$ cat config.mk
export PLATFORM = sky130hd
export DESIGN_NAME = spi_opt_ctrl
export DESIGN_NICKNAME = d
export VERILOG_FILES = /design/src/rtl/spi_opt_pkg.sv /design/src/rtl/spi_opt_ctrl.sv
export SDC_FILE = /design/constraint.sdc
export NUM_CORES = 1
export LEC_CHECK = 0
export BUFFER_PORTS_ARGS = -buffer_cell sky130_fd_sc_hd__buf_2
export CAP_MARGIN = 10
export CORE_ASPECT_RATIO = 1.2
export CORE_MARGIN = 4
export CORE_UTILIZATION = 49
export DETAILED_ROUTE_END_ITERATION = 12
export PLACE_DENSITY_LB_ADDON = 0.15
export SYNTH_ARGS = -nofsm -noshare
export SYNTH_HDL_FRONTEND = slang
export SYNTH_SLANG_ARGS = --single-unit
$ cat constraint.sdc
create_clock -name I_MCLK -period 3.99 [get_ports I_MCLK]
set_input_delay 0 -clock I_MCLK [delete_from_list [all_inputs] [get_ports I_MCLK]]
set_output_delay 0 -clock I_MCLK [all_outputs]
set_load 0.01 [all_outputs]
$ cat src/rtl/spi_opt_pkg.sv
// Constants for the SPI option control and bit-rate generator block.
// Assumes a 32-bit AXI4-Lite register bus with byte addresses.
package spi_opt_pkg;
   localparam logic [3:0] OPTION_CONTROL_ADDR = 4'h0;
   localparam logic [3:0] BIT_RATE_ADDR       = 4'h4;
   localparam logic [3:0] MODE_STATUS_ADDR    = 4'h8;
   localparam logic [7:0] OPTION_RESET        = 8'h00;
   localparam logic [7:0] BIT_RATE_RESET      = 8'h00;
   localparam logic [7:0] OPTION_WMASK        = 8'h1B;
   localparam logic [7:0] BIT_RATE_WMASK      = 8'h77;
   localparam int FAULT_EN_BIT   = 4;
   localparam int DRIVE_EN_BIT   = 3;
   localparam int WAIT_STOP_BIT  = 1;
   localparam int SINGLE_WIRE_BIT = 0;
   localparam int PRESCALE_LSB   = 4;
   localparam int RATE_LSB       = 0;
   localparam logic [1:0] RESP_OKAY   = 2'h0;
   localparam logic [1:0] RESP_SLVERR = 2'h2;
endpackage

$ cat src/rtl/spi_opt_ctrl.sv
// SPI optional-feature control and master bit-rate generator.
// Assumes bus-clock registers over AXI4-Lite; pins come from outside
// and are synchronised here; master/select-enable bits come from logic
// on the same clock.
//
// Our own choices: register access over AXI4-Lite and the register offsets.
`timescale 1ns/100ps
module spi_opt_ctrl
   import spi_opt_pkg::*;
(
   input  wire logic        I_MCLK,          // Bus clock
   input  wire logic        I_RESET_N,       // Async reset, active low
   input  wire logic [3:0]  I_AWADDR,        // Write address
   input  wire logic        I_AWVALID,       // Write address valid
   output logic             O_AWREADY,       // Write address ready
   input  wire logic [31:0] I_WDATA,         // Write data
   input  wire logic [3:0]  I_WSTRB,         // Write strobes
   input  wire logic        I_WVALID,        // Write data valid
   output logic             O_WREADY,        // Write data ready
   output logic [1:0]       O_BRESP,         // Write response
   output logic             O_BVALID,        // Write response valid
   input  wire logic        I_BREADY,        // Write response ready
   input  wire logic [3:0]  I_ARADDR,        // Read address
   input  wire logic        I_ARVALID,       // Read address valid
   output logic             O_ARREADY,       // Read address ready
   output logic [31:0]      O_RDATA,         // Read data
   output logic [1:0]       O_RRESP,         // Read response
   output logic             O_RVALID,        // Read data valid
   input  wire logic        I_RREADY,        // Read data ready
   input  wire logic        I_MASTER_SELECT, // 1 master, 0 slave
   input  wire logic        I_SELECT_OUT_EN, // Select output enable
   input  wire logic        I_SELECT_OUT,    // Select level when driven
   input  wire logic        I_SERIAL_OUT,    // Shifter output bit
   input  wire logic        I_CPU_WAIT,      // Processor in wait mode
   input  wire logic        I_SELECT_PIN,    // Select pin level
   input  wire logic        I_MASTER_PIN,    // Master-out pin level
   input  wire logic        I_SLAVE_PIN,     // Slave-out pin level
   output logic             O_SELECT_OUT,    // Select pin drive value
   output logic             O_SELECT_OE,     // Select pin drive enable
   output logic             O_SELECT_SPI,    // SPI owns the select pin
   output logic             O_SLAVE_SELECTED,// Slave select active
   output logic             O_FAULT_INPUT,   // Fault input asserted
   output logic             O_MASTER_OUT,    // Master-out drive value
   output logic             O_MASTER_OE,     // Master-out drive enable
   output logic             O_MASTER_SPI,    // SPI owns master-out pin
   output logic             O_SLAVE_OUT,     // Slave-out drive value
   output logic             O_SLAVE_OE,      // Slave-out drive enable
   output logic             O_SLAVE_SPI,     // SPI owns slave-out pin
   output logic             O_SERIAL_IN,     // Received data bit
   output logic             O_CLOCK_RUN,     // SPI clocks enabled
   output logic             O_BIT_TICK       // Master bit-rate pulse
);

   // Bus slave state
   logic       aw_got_r, aw_got_nxt;
   logic       w_got_r, w_got_nxt;
   logic [3:0] aw_addr_r, aw_addr_nxt;
   logic [7:0] w_data_r, w_data_nxt;
   logic       w_strb_r, w_strb_nxt;
   logic       bvalid_r, bvalid_nxt;
   logic [1:0] bresp_r, bresp_nxt;
   logic       rvalid_r, rvalid_nxt;
   logic [1:0] rresp_r, rresp_nxt;
   logic [31:0] rdata_r, rdata_nxt;
   logic [7:0] option_r, option_nxt;
   logic [7:0] rate_r, rate_nxt;

   // Pin synchronisers, first stage read only by second
   logic [2:0] pin_s1_r, pin_s2_r;

   // Rate generator state
   logic [2:0] pre_cnt_r, pre_cnt_nxt;
   logic [7:0] div_cnt_r, div_cnt_nxt;
   logic       tick_r, tick_nxt;

   // Pin function outputs
   logic sel_out_r, sel_out_nxt, sel_oe_r, sel_oe_nxt;
   logic sel_spi_r, sel_spi_nxt, slv_sel_r, slv_sel_nxt;
   logic fault_r, fault_nxt;
   logic mo_r, mo_nxt, mo_oe_r, mo_oe_nxt, mo_spi_r, mo_spi_nxt;
   logic so_r, so_nxt, so_oe_r, so_oe_nxt, so_spi_r, so_spi_nxt;
   logic sin_r, sin_nxt, run_r, run_nxt;

   logic fault_en, drive_en, single_wire, wait_stop;
   logic [2:0] prescale_code, rate_divide_code;
   logic [7:0] rate_mask;
   logic       do_write, pre_wrap;

   assign fault_en         = option_r[FAULT_EN_BIT];
   assign drive_en         = option_r[DRIVE_EN_BIT];
   assign wait_stop        = option_r[WAIT_STOP_BIT];
   assign single_wire      = option_r[SINGLE_WIRE_BIT];
   assign prescale_code    = rate_r[PRESCALE_LSB +: 3];
   assign rate_divide_code = rate_r[RATE_LSB +: 3];
   assign do_write = aw_got_r && w_got_r && !bvalid_r;

   // Register bus: address and data taken in either order
   always_comb begin
      aw_got_nxt  = aw_got_r;
      w_got_nxt   = w_got_r;
      aw_addr_nxt = aw_addr_r;
      w_data_nxt  = w_data_r;
      w_strb_nxt  = w_strb_r;
      bvalid_nxt  = bvalid_r;
      bresp_nxt   = bresp_r;
      rvalid_nxt  = rvalid_r;
      rresp_nxt   = rresp_r;
      rdata_nxt   = rdata_r;
      option_nxt  = option_r;
      rate_nxt    = rate_r;
      if (I_AWVALID && !aw_got_r && !bvalid_r) begin
         aw_got_nxt  = 1'b1;
         aw_addr_nxt = I_AWADDR;
      end
      if (I_WVALID && !w_got_r && !bvalid_r) begin
         w_got_nxt  = 1'b1;
         w_data_nxt = I_WDATA[7:0];
         w_strb_nxt = I_WSTRB[0];
      end
      if (do_write) begin
         aw_got_nxt = 1'b0;
         w_got_nxt  = 1'b0;
         bvalid_nxt = 1'b1;
         bresp_nxt  = RESP_OKAY;
         if (aw_addr_r == OPTION_CONTROL_ADDR) begin
            if (w_strb_r)
               option_nxt = w_data_r & OPTION_WMASK;
         end else if (aw_addr_r == BIT_RATE_ADDR) begin
            if (w_strb_r)
               rate_nxt = w_data_r & BIT_RATE_WMASK;
         end else if (aw_addr_r != MODE_STATUS_ADDR) begin
            bresp_nxt = RESP_SLVERR;
         end
      end else if (bvalid_r && I_BREADY) begin
         bvalid_nxt = 1'b0;
      end
      if (I_ARVALID && !rvalid_r) begin
         rvalid_nxt = 1'b1;
         rresp_nxt  = RESP_OKAY;
         case (I_ARADDR)
            OPTION_CONTROL_ADDR: rdata_nxt = {24'h000000, option_r};
            BIT_RATE_ADDR:       rdata_nxt = {24'h000000, rate_r};
            MODE_STATUS_ADDR:    rdata_nxt = {26'h0000000, run_r,
                                   fault_r, slv_sel_r, sin_r,
                                   so_oe_r, mo_oe_r};
            default: begin
               rdata_nxt = 32'h00000000;
               rresp_nxt = RESP_SLVERR;
            end
         endcase
      end else if (rvalid_r && I_RREADY) begin
         rvalid_nxt = 1'b0;
      end
   end

   always_ff @(posedge I_MCLK or negedge I_RESET_N) begin
      if (!I_RESET_N) begin
         aw_got_r  <= 1'b0;
         w_got_r   <= 1'b0;
         aw_addr_r <= 4'h0;
         w_data_r  <= 8'h00;
         w_strb_r  <= 1'b0;
         bvalid_r  <= 1'b0;
         bresp_r   <= RESP_OKAY;
         rvalid_r  <= 1'b0;
         rresp_r   <= RESP_OKAY;
         rdata_r   <= 32'h00000000;
         option_r  <= OPTION_RESET;
         rate_r    <= BIT_RATE_RESET;
      end else begin
         aw_got_r  <= aw_got_nxt;
         w_got_r   <= w_got_nxt;
         aw_addr_r <= aw_addr_nxt;
         w_data_r  <= w_data_nxt;
         w_strb_r  <= w_strb_nxt;
         bvalid_r  <= bvalid_nxt;
         bresp_r   <= bresp_nxt;
         rvalid_r  <= rvalid_nxt;
         rresp_r   <= rresp_nxt;
         rdata_r   <= rdata_nxt;
         option_r  <= option_nxt;
         rate_r    <= rate_nxt;
      end
   end

   always_ff @(posedge I_MCLK or negedge I_RESET_N) begin
      if (!I_RESET_N) begin
         pin_s1_r <= 3'h7;
         pin_s2_r <= 3'h7;
      end else begin
         pin_s1_r <= {I_SELECT_PIN, I_MASTER_PIN, I_SLAVE_PIN};
         pin_s2_r <= pin_s1_r;
      end
   end

   // Rate generator: prescaler by code+1, divider by 2^(code+1).
   // Counters restart when stopped, so a new setting takes effect
   // at once; a write mid-transfer may stretch one bit period.
   always_comb begin
      rate_mask   = 8'((9'h002 << rate_divide_code) - 9'h001);
      pre_wrap    = (pre_cnt_r >= prescale_code);
      pre_cnt_nxt = pre_cnt_r;
      div_cnt_nxt = div_cnt_r;
      tick_nxt    = 1'b0;
      if (!run_r || !I_MASTER_SELECT) begin
         pre_cnt_nxt = 3'h0;
         div_cnt_nxt = 8'h00;
      end else if (pre_wrap) begin
         pre_cnt_nxt = 3'h0;
         if ((div_cnt_r & rate_mask) == rate_mask) begin
            div_cnt_nxt = 8'h00;
            tick_nxt    = 1'b1;
         end else begin
            div_cnt_nxt = div_cnt_r + 8'h01;
         end
      end else begin
         pre_cnt_nxt = pre_cnt_r + 3'h1;
      end
   end

   always_ff @(posedge I_MCLK or negedge I_RESET_N) begin
      if (!I_RESET_N) begin
         pre_cnt_r <= 3'h0;
         div_cnt_r <= 8'h00;
         tick_r    <= 1'b0;
      end else begin
         pre_cnt_r <= pre_cnt_nxt;
         div_cnt_r <= div_cnt_nxt;
         tick_r    <= tick_nxt;
      end
   end

   // Pin functions
   always_comb begin
      run_nxt     = !(wait_stop && I_CPU_WAIT);
      sel_out_nxt = 1'b1;
      sel_oe_nxt  = 1'b0;
      sel_spi_nxt = 1'b1;
      slv_sel_nxt = 1'b0;
      fault_nxt   = 1'b0;
      if (!I_MASTER_SELECT) begin
         slv_sel_nxt = !pin_s2_r[2];
      end else if (!fault_en) begin
         sel_spi_nxt = 1'b0;
      end else if (I_SELECT_OUT_EN) begin
         sel_oe_nxt  = 1'b1;
         sel_out_nxt = I_SELECT_OUT;
      end else begin
         fault_nxt = !pin_s2_r[2];
      end
      mo_nxt     = I_SERIAL_OUT;
      so_nxt     = I_SERIAL_OUT;
      mo_oe_nxt  = 1'b0;
      so_oe_nxt  = 1'b0;
      mo_spi_nxt = 1'b1;
      so_spi_nxt = 1'b1;
      if (!single_wire) begin
         mo_oe_nxt = I_MASTER_SELECT;
         so_oe_nxt = !I_MASTER_SELECT && slv_sel_nxt;
         sin_nxt   = I_MASTER_SELECT ? pin_s2_r[0] : pin_s2_r[1];
      end else if (I_MASTER_SELECT) begin
         mo_oe_nxt  = drive_en;
         so_spi_nxt = 1'b0;
         sin_nxt    = pin_s2_r[1];
      end else begin
         so_oe_nxt  = drive_en;
         mo_spi_nxt = 1'b0;
         sin_nxt    = pin_s2_r[0];
      end
   end

   always_ff @(posedge I_MCLK or negedge I_RESET_N) begin
      if (!I_RESET_N) begin
         sel_out_r <= 1'b1;
         sel_oe_r  <= 1'b0;
         sel_spi_r <= 1'b1;
         slv_sel_r <= 1'b0;
         fault_r   <= 1'b0;
         mo_r      <= 1'b0;
         mo_oe_r   <= 1'b0;
         mo_spi_r  <= 1'b1;
         so_r      <= 1'b0;
         so_oe_r   <= 1'b0;
         so_spi_r  <= 1'b1;
         sin_r     <= 1'b0;
         run_r     <= 1'b1;
      end else begin
         sel_out_r <= sel_out_nxt;
         sel_oe_r  <= sel_oe_nxt;
         sel_spi_r <= sel_spi_nxt;
         slv_sel_r <= slv_sel_nxt;
         fault_r   <= fault_nxt;
         mo_r      <= mo_nxt;
         mo_oe_r   <= mo_oe_nxt;
         mo_spi_r  <= mo_spi_nxt;
         so_r      <= so_nxt;
         so_oe_r   <= so_oe_nxt;
         so_spi_r  <= so_spi_nxt;
         sin_r     <= sin_nxt;
         run_r     <= run_nxt;
      end
   end

   // Ready flags are registered so every output leaves a flip-flop
   logic awready_r, wready_r, arready_r;
   always_ff @(posedge I_MCLK or negedge I_RESET_N) begin
      if (!I_RESET_N) begin
         awready_r <= 1'b0;
         wready_r  <= 1'b0;
         arready_r <= 1'b0;
      end else begin
         awready_r <= I_AWVALID && !aw_got_r && !bvalid_r && !awready_r;
         wready_r  <= I_WVALID && !w_got_r && !bvalid_r && !wready_r;
         arready_r <= I_ARVALID && !rvalid_r && !arready_r;
      end
   end

   assign O_AWREADY        = awready_r;
   assign O_WREADY         = wready_r;
   assign O_BRESP          = bresp_r;
   assign O_BVALID         = bvalid_r;
   assign O_ARREADY        = arready_r;
   assign O_RDATA          = rdata_r;
   assign O_RRESP          = rresp_r;
   assign O_RVALID         = rvalid_r;
   assign O_SELECT_OUT     = sel_out_r;
   assign O_SELECT_OE      = sel_oe_r;
   assign O_SELECT_SPI     = sel_spi_r;
   assign O_SLAVE_SELECTED = slv_sel_r;
   assign O_FAULT_INPUT    = fault_r;
   assign O_MASTER_OUT     = mo_r;
   assign O_MASTER_OE      = mo_oe_r;
   assign O_MASTER_SPI     = mo_spi_r;
   assign O_SLAVE_OUT      = so_r;
   assign O_SLAVE_OE       = so_oe_r;
   assign O_SLAVE_SPI      = so_spi_r;
   assign O_SERIAL_IN      = sin_r;
   assign O_CLOCK_RUN      = run_r;
   assign O_BIT_TICK       = tick_r;

endmodule

==> results of run 1 <==
==> through the flow <==
step                      area [um2]  std cells  hold slack [ns]  setup slack [ns]
after detailed placement        3370        406          -0.0973              1.72
final                           3790        446           0.0239              1.71
after global placement          3370        406          -0.0978              1.79
after global routing            3790        446          0.00782              1.52
after CTS                       3790        446           0.0174              1.73
after floorplan                 3220        301           -0.296              1.98
==> state kept, by name (all words and copies together), names as in the netlist, 4 cells and up <==
name and flops:
div_cnt_r 8, O_RDATA 7, w_data_r 7, rate_r 6
aw_addr_r 4, option_r 4
==> final cells by class <==
type / instances / area share, %
clock buffers: 10 / 3.37
clock inverters: 6 / 1.26
inverters: 10 / 0.991
multi-input cells: 186 / 32.0
flip-flops and latches: 68 / 45.3
well taps: 82 / 2.71
repair buffers: 84 / 14.4
==> cell usage in the layout, fill, tap and decap left out, types with 2 or more instances in the layout <==
cell type      synthesis  routed
buf_2                  1      58
dfrtp_1               57      57
conb_1                 1      27
mux2_2                26      26
dlygate4sd3_1          0      24
nand2_1               23      23
o21ai_0               15      15
nor2b_1               12      12
dfstp_2               11      11
inv_1                 10      10
nor3_1                10      10
clkbuf_8               0       9
a21oi_1                8       8
nand3_1                7       7
nor2_1                 7       7
ha_1                   6       6
nand2b_1               4       4
o21a_1                 4       4
nor4_1                 4       4
and2_1                 4       4
a22oi_1                3       3
o22ai_1                3       3
a32oi_1                3       3
xnor2_1                2       2
or2b_1                 2       2
a211oi_1               2       2
clkinv_4               0       2
inv_6                  0       2
buf_4                 28       2
==> worst min-delay path, delay by kind of cell <==
kind | cells | cell delay [ns]
buffers and inverters | 1 | 0.15
and+or+nand+nor | 1 | 0.10
AOI/OAI and AO/OA | 1 | 0.07
==> path summary, 6_finish.rpt <==
kind | from | endpoint | slack [ns] | cells past startpoint
worst max-delay path | rate_r[2] | div_cnt_r[6] | 1.71 | 7
worst min-delay path | I_ARADDR[2] | O_RDATA[6] | 0.02 | 3
worst max register to register | rate_r[2] | div_cnt_r[6] | 1.71 | 7
worst min register to register | pin_s1_r[1] | pin_s2_r[1] | 0.36 | 0
max in group asynchronous | I_RESET_N | aw_addr_r[2] | 2.94 | 3
min in group asynchronous | I_RESET_N | div_cnt_r[0] | 0.07 | 2
==> timing repair <==
action / in CTS / in global routing
endpoints found under the hold margin: 40 / 0
hold buffers: 24 / 0
endpoints found under the setup margin: 0 / 0
==> layer usage <==
| layer | global-route usage [%] | vias up |
|---|---|---|
| met3 | 4.35 | 9 |
| met1 | 21.0 | 1042 |
| li1 | - | 1063 |
| met5 | 0 | - |
| met2 | 27.9 | 54 |
| met4 | 7.89 | 0 |
==> cells by family after synthesis <==
logic type               Yosys count  synth area share [%]
adder cells (fa/ha/maj)            6                  2.41
other                              1                 0.120
XOR/XNOR                           3                 0.843
AO/OA/AOI/OAI                     44                  9.07
flip-flops                        68                  55.0
multiplexers                      28                  10.2
AND/OR/NAND/NOR                   78                  13.0
buffers and inverters             47                  9.35
==> power groups by stage <==
stage	combinational (W)	clock, W	sequential [W]
final	0.000640	0.000501	0.00101
after global routing	0.000716	0.000551	0.00104
after CTS	0.000643	0.000515	0.00102
after detailed placement	0.000621	0	0.00103
after global placement	0.000605	0	0.00102
after floorplan	0.000473	0	0.00100
==> impl_metrics.env, run 1 <==
export IMPL_outcome="complete, no violations"
export IMPL_async_flop_share_pct=100
export IMPL_die_y_um=95.4
export IMPL_antenna_found_initial=0
export IMPL_layout_min_cycle_time_ns=2.28
export IMPL_arrival_ns=2.52
export IMPL_post_cts_buffers=0
export IMPL_p_switching_w=0.000747
export IMPL_cp_top_family="simple AND/OR/NAND/NOR gates"
export IMPL_hold_viol_final=0
export IMPL_avgSynthCellArea_um2=11.3
export IMPL_grt_total_usage_pct=17.0
export IMPL_grt_pass1_wl_mm=9.95
export IMPL_ys_seq_elements=68
export IMPL_clk_pin_slew_ns=0.08
export IMPL_fillers=532
export IMPL_synth_largest_type_area_fraction_pct=45.7
export IMPL_start_kind="flop"
export IMPL_rsz0062_at_grt="false"
export IMPL_yosysSeqAreaShare_pct=55.0
export IMPL_relSlewSlack_pct=45.8
export IMPL_fin_crit_sh_pct=57.2
export IMPL_synth_edf_count=0
export IMPL_routed_wl_mm=6.09
export IMPL_yosysMostFrequentCell="dfrtp_1"
export IMPL_clk_latency_ns=0.34
export IMPL_finalPower_w=0.00215
export IMPL_dieArea_um2=7710
export IMPL_final_max_slew_viol_count=0
export IMPL_fmax_mhz=438
export IMPL_cp_required_ns=4.23
export IMPL_max_cap_viol_count=0
export IMPL_multi_input_area_um2=1210
export IMPL_synth_cells=275
export IMPL_criticalPathCategory="reg2reg"
export IMPL_netlist_area_um2=3120
export IMPL_yosysWarningCount=0
export IMPL_synth_ff_type="dfrtp_1"
export IMPL_drtIter0Drc=92
export IMPL_root_buffer="clkbuf_8"
export IMPL_worstSetupEndpointType="flop"
export IMPL_fin_setup_tns_ns=0
export IMPL_drive_above_1_share_pct=32.4
export IMPL_dp_hpwl_mm=4.25
export IMPL_finalSetupViolCount=0
export IMPL_cts_tree="yes"
export IMPL_vias=2168
export IMPL_leakage_nw=1.77
export IMPL_grt_overflow=0
export IMPL_irDropWorstVdd_uv=470
export IMPL_seqCellArea_um2=1720
export IMPL_final_core_util_pct=61.8
export IMPL_p_comb_share_pct=29.7
export IMPL_nets=424
export IMPL_cts_buffers=9
export IMPL_pwr_share_seq_pct=47.0
export IMPL_drt_first_pass_iters=4
export IMPL_p_sw_share_pct=34.7
export IMPL_core_um2=6130
export IMPL_clk_path_buf_depth=2
export IMPL_p_int_w=0.00141
export IMPL_cts_resized=0
export IMPL_path_max_fanout=7
export IMPL_yosys_top_cells_count="dfrtp_1, buf_4, mux2_2"
export IMPL_viasPerCell=4.86
export IMPL_power_density_nw_per_um2=569
export IMPL_hp_class="in2reg"
export IMPL_synth_cell_types=42
export IMPL_clkPwrFrac_pct=23.3
export IMPL_synth_area_leader_cell="dfrtp_1"
export IMPL_worst_slew_pin_slew_ns=0.807
export IMPL_cts_htree_levels=3
export IMPL_clock_skew_ns=0.00858
export IMPL_cp_buffers_inverters=0
export IMPL_highest_layer="met4"
export IMPL_num_rows=31
export IMPL_slowest_delay_ns=0.47
export IMPL_critical_path_cell_chain="or3_1, ha_1, o41ai_1, a221oi_1, o21ai_2, nor3_2, nor4b_2"
export IMPL_io_pins=114
export IMPL_numClockSinks=68
export IMPL_drtAntennaViolNets=0
export IMPL_dr_wl_met2_mm=3.18
export IMPL_port_buffer_count=58
export IMPL_netlist_top_cells_area="dfrtp_1, mux2_2, dfstp_2"
export IMPL_slowest_stage="dfrtp_1"
export IMPL_met1_length_mm=2.49
export IMPL_place_congestion=0.801
export IMPL_diodes=0
export IMPL_first_global_vias=2129
export IMPL_met3_wirelength_um=306
export IMPL_post_drt_wl_per_cell_um=13.7
export IMPL_initial_core_util_pct=50.9
export IMPL_drc=0
export IMPL_grt_max_degree=57
export IMPL_area_growth_syn_to_layout_pct=21.4
export IMPL_die_x_um=80.8
Power figures use the tool's default switching activity.
==> run 2: changes to the inputs <==
Settings changed: CORE_UTILIZATION 49 to 44.
Clock period 3.99 ns to 2.1 ns, I/O delays scaled along.
==> run 2 against run 1 <==
  * Sequential power is 87% higher
  * Clock power rose by 120%
  * Sequential share of layout area fell by 1.9 points
  * Flip-flop and latch count is the same
  * Clock skew hardly changed
  * Highest routed layer unchanged
  * Design area grew 4.5%
  * Register-to-register slack got worse by 1.6 ns
  * Maximum frequency up 13%
  * Setup slack lost 1.6 ns
  * Non-clock buffer count increased by 11
  * Clock-buffer cell count unchanged
  * Power increased by 110%
  * Critical path type unchanged
==> impl_metrics.env, run 2 (synthesized netlist as in run 1, its figures left out) <==
export IMPL_routed_wl_mm=6.05
export IMPL_hold_viol_final=0
export IMPL_largest_register="div_cnt_r"
export IMPL_numClockSinks=68
export IMPL_core_um2=6850
export IMPL_leakage_nw=1.86
export IMPL_drtAntennaViolNets=0
export IMPL_cts_buffers=9
export IMPL_power_density_nw_per_um2=1130
export IMPL_irDropWorstVdd_uv=732
export IMPL_drt_first_pass_iters=4
export IMPL_layout_commonest_cell="buf_2"
export IMPL_initial_core_util_pct=45.5
export IMPL_die_x_um=84.9
export IMPL_viasPerCell=4.82
export IMPL_place_congestion=0.785
export IMPL_grt_overflow=0
export IMPL_dieArea_um2=8510
export IMPL_worstSetupEndpointType="flop"
export IMPL_fin_crit_sh_pct=95.9
export IMPL_path_max_fanout=4
export IMPL_final_max_slew_viol_count=0
export IMPL_dp_hpwl_mm=4.27
export IMPL_port_buffer_count=58
export IMPL_nets=435
export IMPL_io_pins=114
export IMPL_arrival_ns=2.23
export IMPL_hp_class="in2reg"
export IMPL_cp_required_ns=2.31
export IMPL_cts_htree_levels=3
export IMPL_clk_pin_slew_ns=0.08
export IMPL_finalPower_w=0.00447
export IMPL_largest_reg_flops=8
export IMPL_diodes=0
export IMPL_root_buffer="clkbuf_8"
export IMPL_drive_above_1_share_pct=36.5
export IMPL_post_drt_wl_per_cell_um=13.1
export IMPL_finalSetupViolCount=0
export IMPL_grt_total_usage_pct=15.3
export IMPL_num_rows=33
export IMPL_layout_min_cycle_time_ns=2.01
export IMPL_vias=2226
export IMPL_criticalPathCategory="reg2reg"
export IMPL_final_core_util_pct=57.7
export IMPL_drtIter0Drc=91
export IMPL_clock_skew_ns=0.00846
export IMPL_fin_setup_tns_ns=0
export IMPL_clk_path_buf_depth=2
export IMPL_rsz0062_at_grt="false"
export IMPL_fillers=616
export IMPL_final_cell_mix="buf_2, dfrtp_1, conb_1, mux2_2, dlygate4sd3_1"
export IMPL_critical_path_cell_chain="or3_4, ha_4, o21ai_1, a221oi_2, o21ai_4, buf_4, o22ai_1, a21oi_1"
export IMPL_grt_pass1_wl_mm=10.2
export IMPL_slowest_stage="or3_4"
export IMPL_start_kind="flop"
export IMPL_max_cap_viol_count=0
export IMPL_fmax_mhz=497
export IMPL_drc=0
export IMPL_worst_slew_pin_slew_ns=0.835
export IMPL_slowest_delay_ns=0.42
export IMPL_die_y_um=100
export IMPL_relSlewSlack_pct=44.4
export IMPL_outcome="complete, no violations"
export IMPL_grt_max_degree=69
export IMPL_first_global_vias=2131
export IMPL_area_growth_syn_to_layout_pct=26.8
export IMPL_cts_tree="yes"
export IMPL_clk_latency_ns=0.34
export IMPL_antenna_found_initial=0
run 2: worst max-delay path: cells and delay by family (launching register included):
kind / cells / cell delay (ns)
compound gates: 5 / 0.67
simple gates: 1 / 0.42
flops: 1 / 0.38
fa+ha+maj: 1 / 0.27
buf+inv: 1 / 0.16
run 2: final cells by class:
type	instances	area [um2]	share of cell area [%]
tap	87	109	2.75
inverter	10	37.5	0.949
clock inverter	6	62.6	1.58
multi-input combinational	186	1270	32.0
sequential	68	1720	43.4
clock buffer	10	138	3.48
timing repair buffer	95	628	15.9
run 2: path summary, 6_finish.rpt:
| check | depth (start not counted) | endpoint | slack, ns | startpoint |
|---|---|---|---|---|
| max | 8 | div_cnt_r[3] | 0.09 | rate_r[0] |
| min | 3 | aw_got_r | 0.01 | I_AWVALID |
| max reg2reg | 8 | div_cnt_r[3] | 0.09 | rate_r[0] |
| min reg2reg | 0 | pin_s2_r[2] | 0.36 | pin_s1_r[2] |
| max in group asynchronous | 3 | rate_r[6] | 1.18 | I_RESET_N |
| min in group asynchronous | 3 | div_cnt_r[3] | 0.35 | I_RESET_N |
run 2: stage by stage:
stage | instances | setup slack [ns] | cell area [um2] | hold WS, ns
6_report | 462 | 0.0869 | 3960 | 0.0102
5_1_grt | 462 | 0.00575 | 3960 | 0.0320
4_1_cts | 461 | 0.00676 | 3890 | 0.00183
3_5_place_dp | 421 | -0.00952 | 3450 | 0.106
3_3_place_gp | 421 | 0.0262 | 3450 | 0.105
2_1_floorplan | 301 | 0.0910 | 3220 | -0.296
run 2: power breakdown:
part	switching (W)	internal, W
Clock	0.000498	0.000580
Sequential	0.000236	0.00166
Combinational	0.000757	0.000742
run 2: repair_timing:
action                                  CTS  global route
hold buffers                             24             0
pin swaps                                 2             1
setup buffers                             0             1
endpoints found under the setup margin    2             8
endpoints found under the hold margin    85             0
resized for setup                         0            11
run 2: per-layer routing:
layer | GRT usage [%] | vias to the layer above | part of all wire (%)
met1 | 18.5 | 1077 | 42
met4 | 5.12 | 0 | 1.5
met2 | 25.8 | 49 | 51
met3 | 5.01 | 11 | 5.1
li1 | - | 1089 | -
met5 | 0 | - | 0
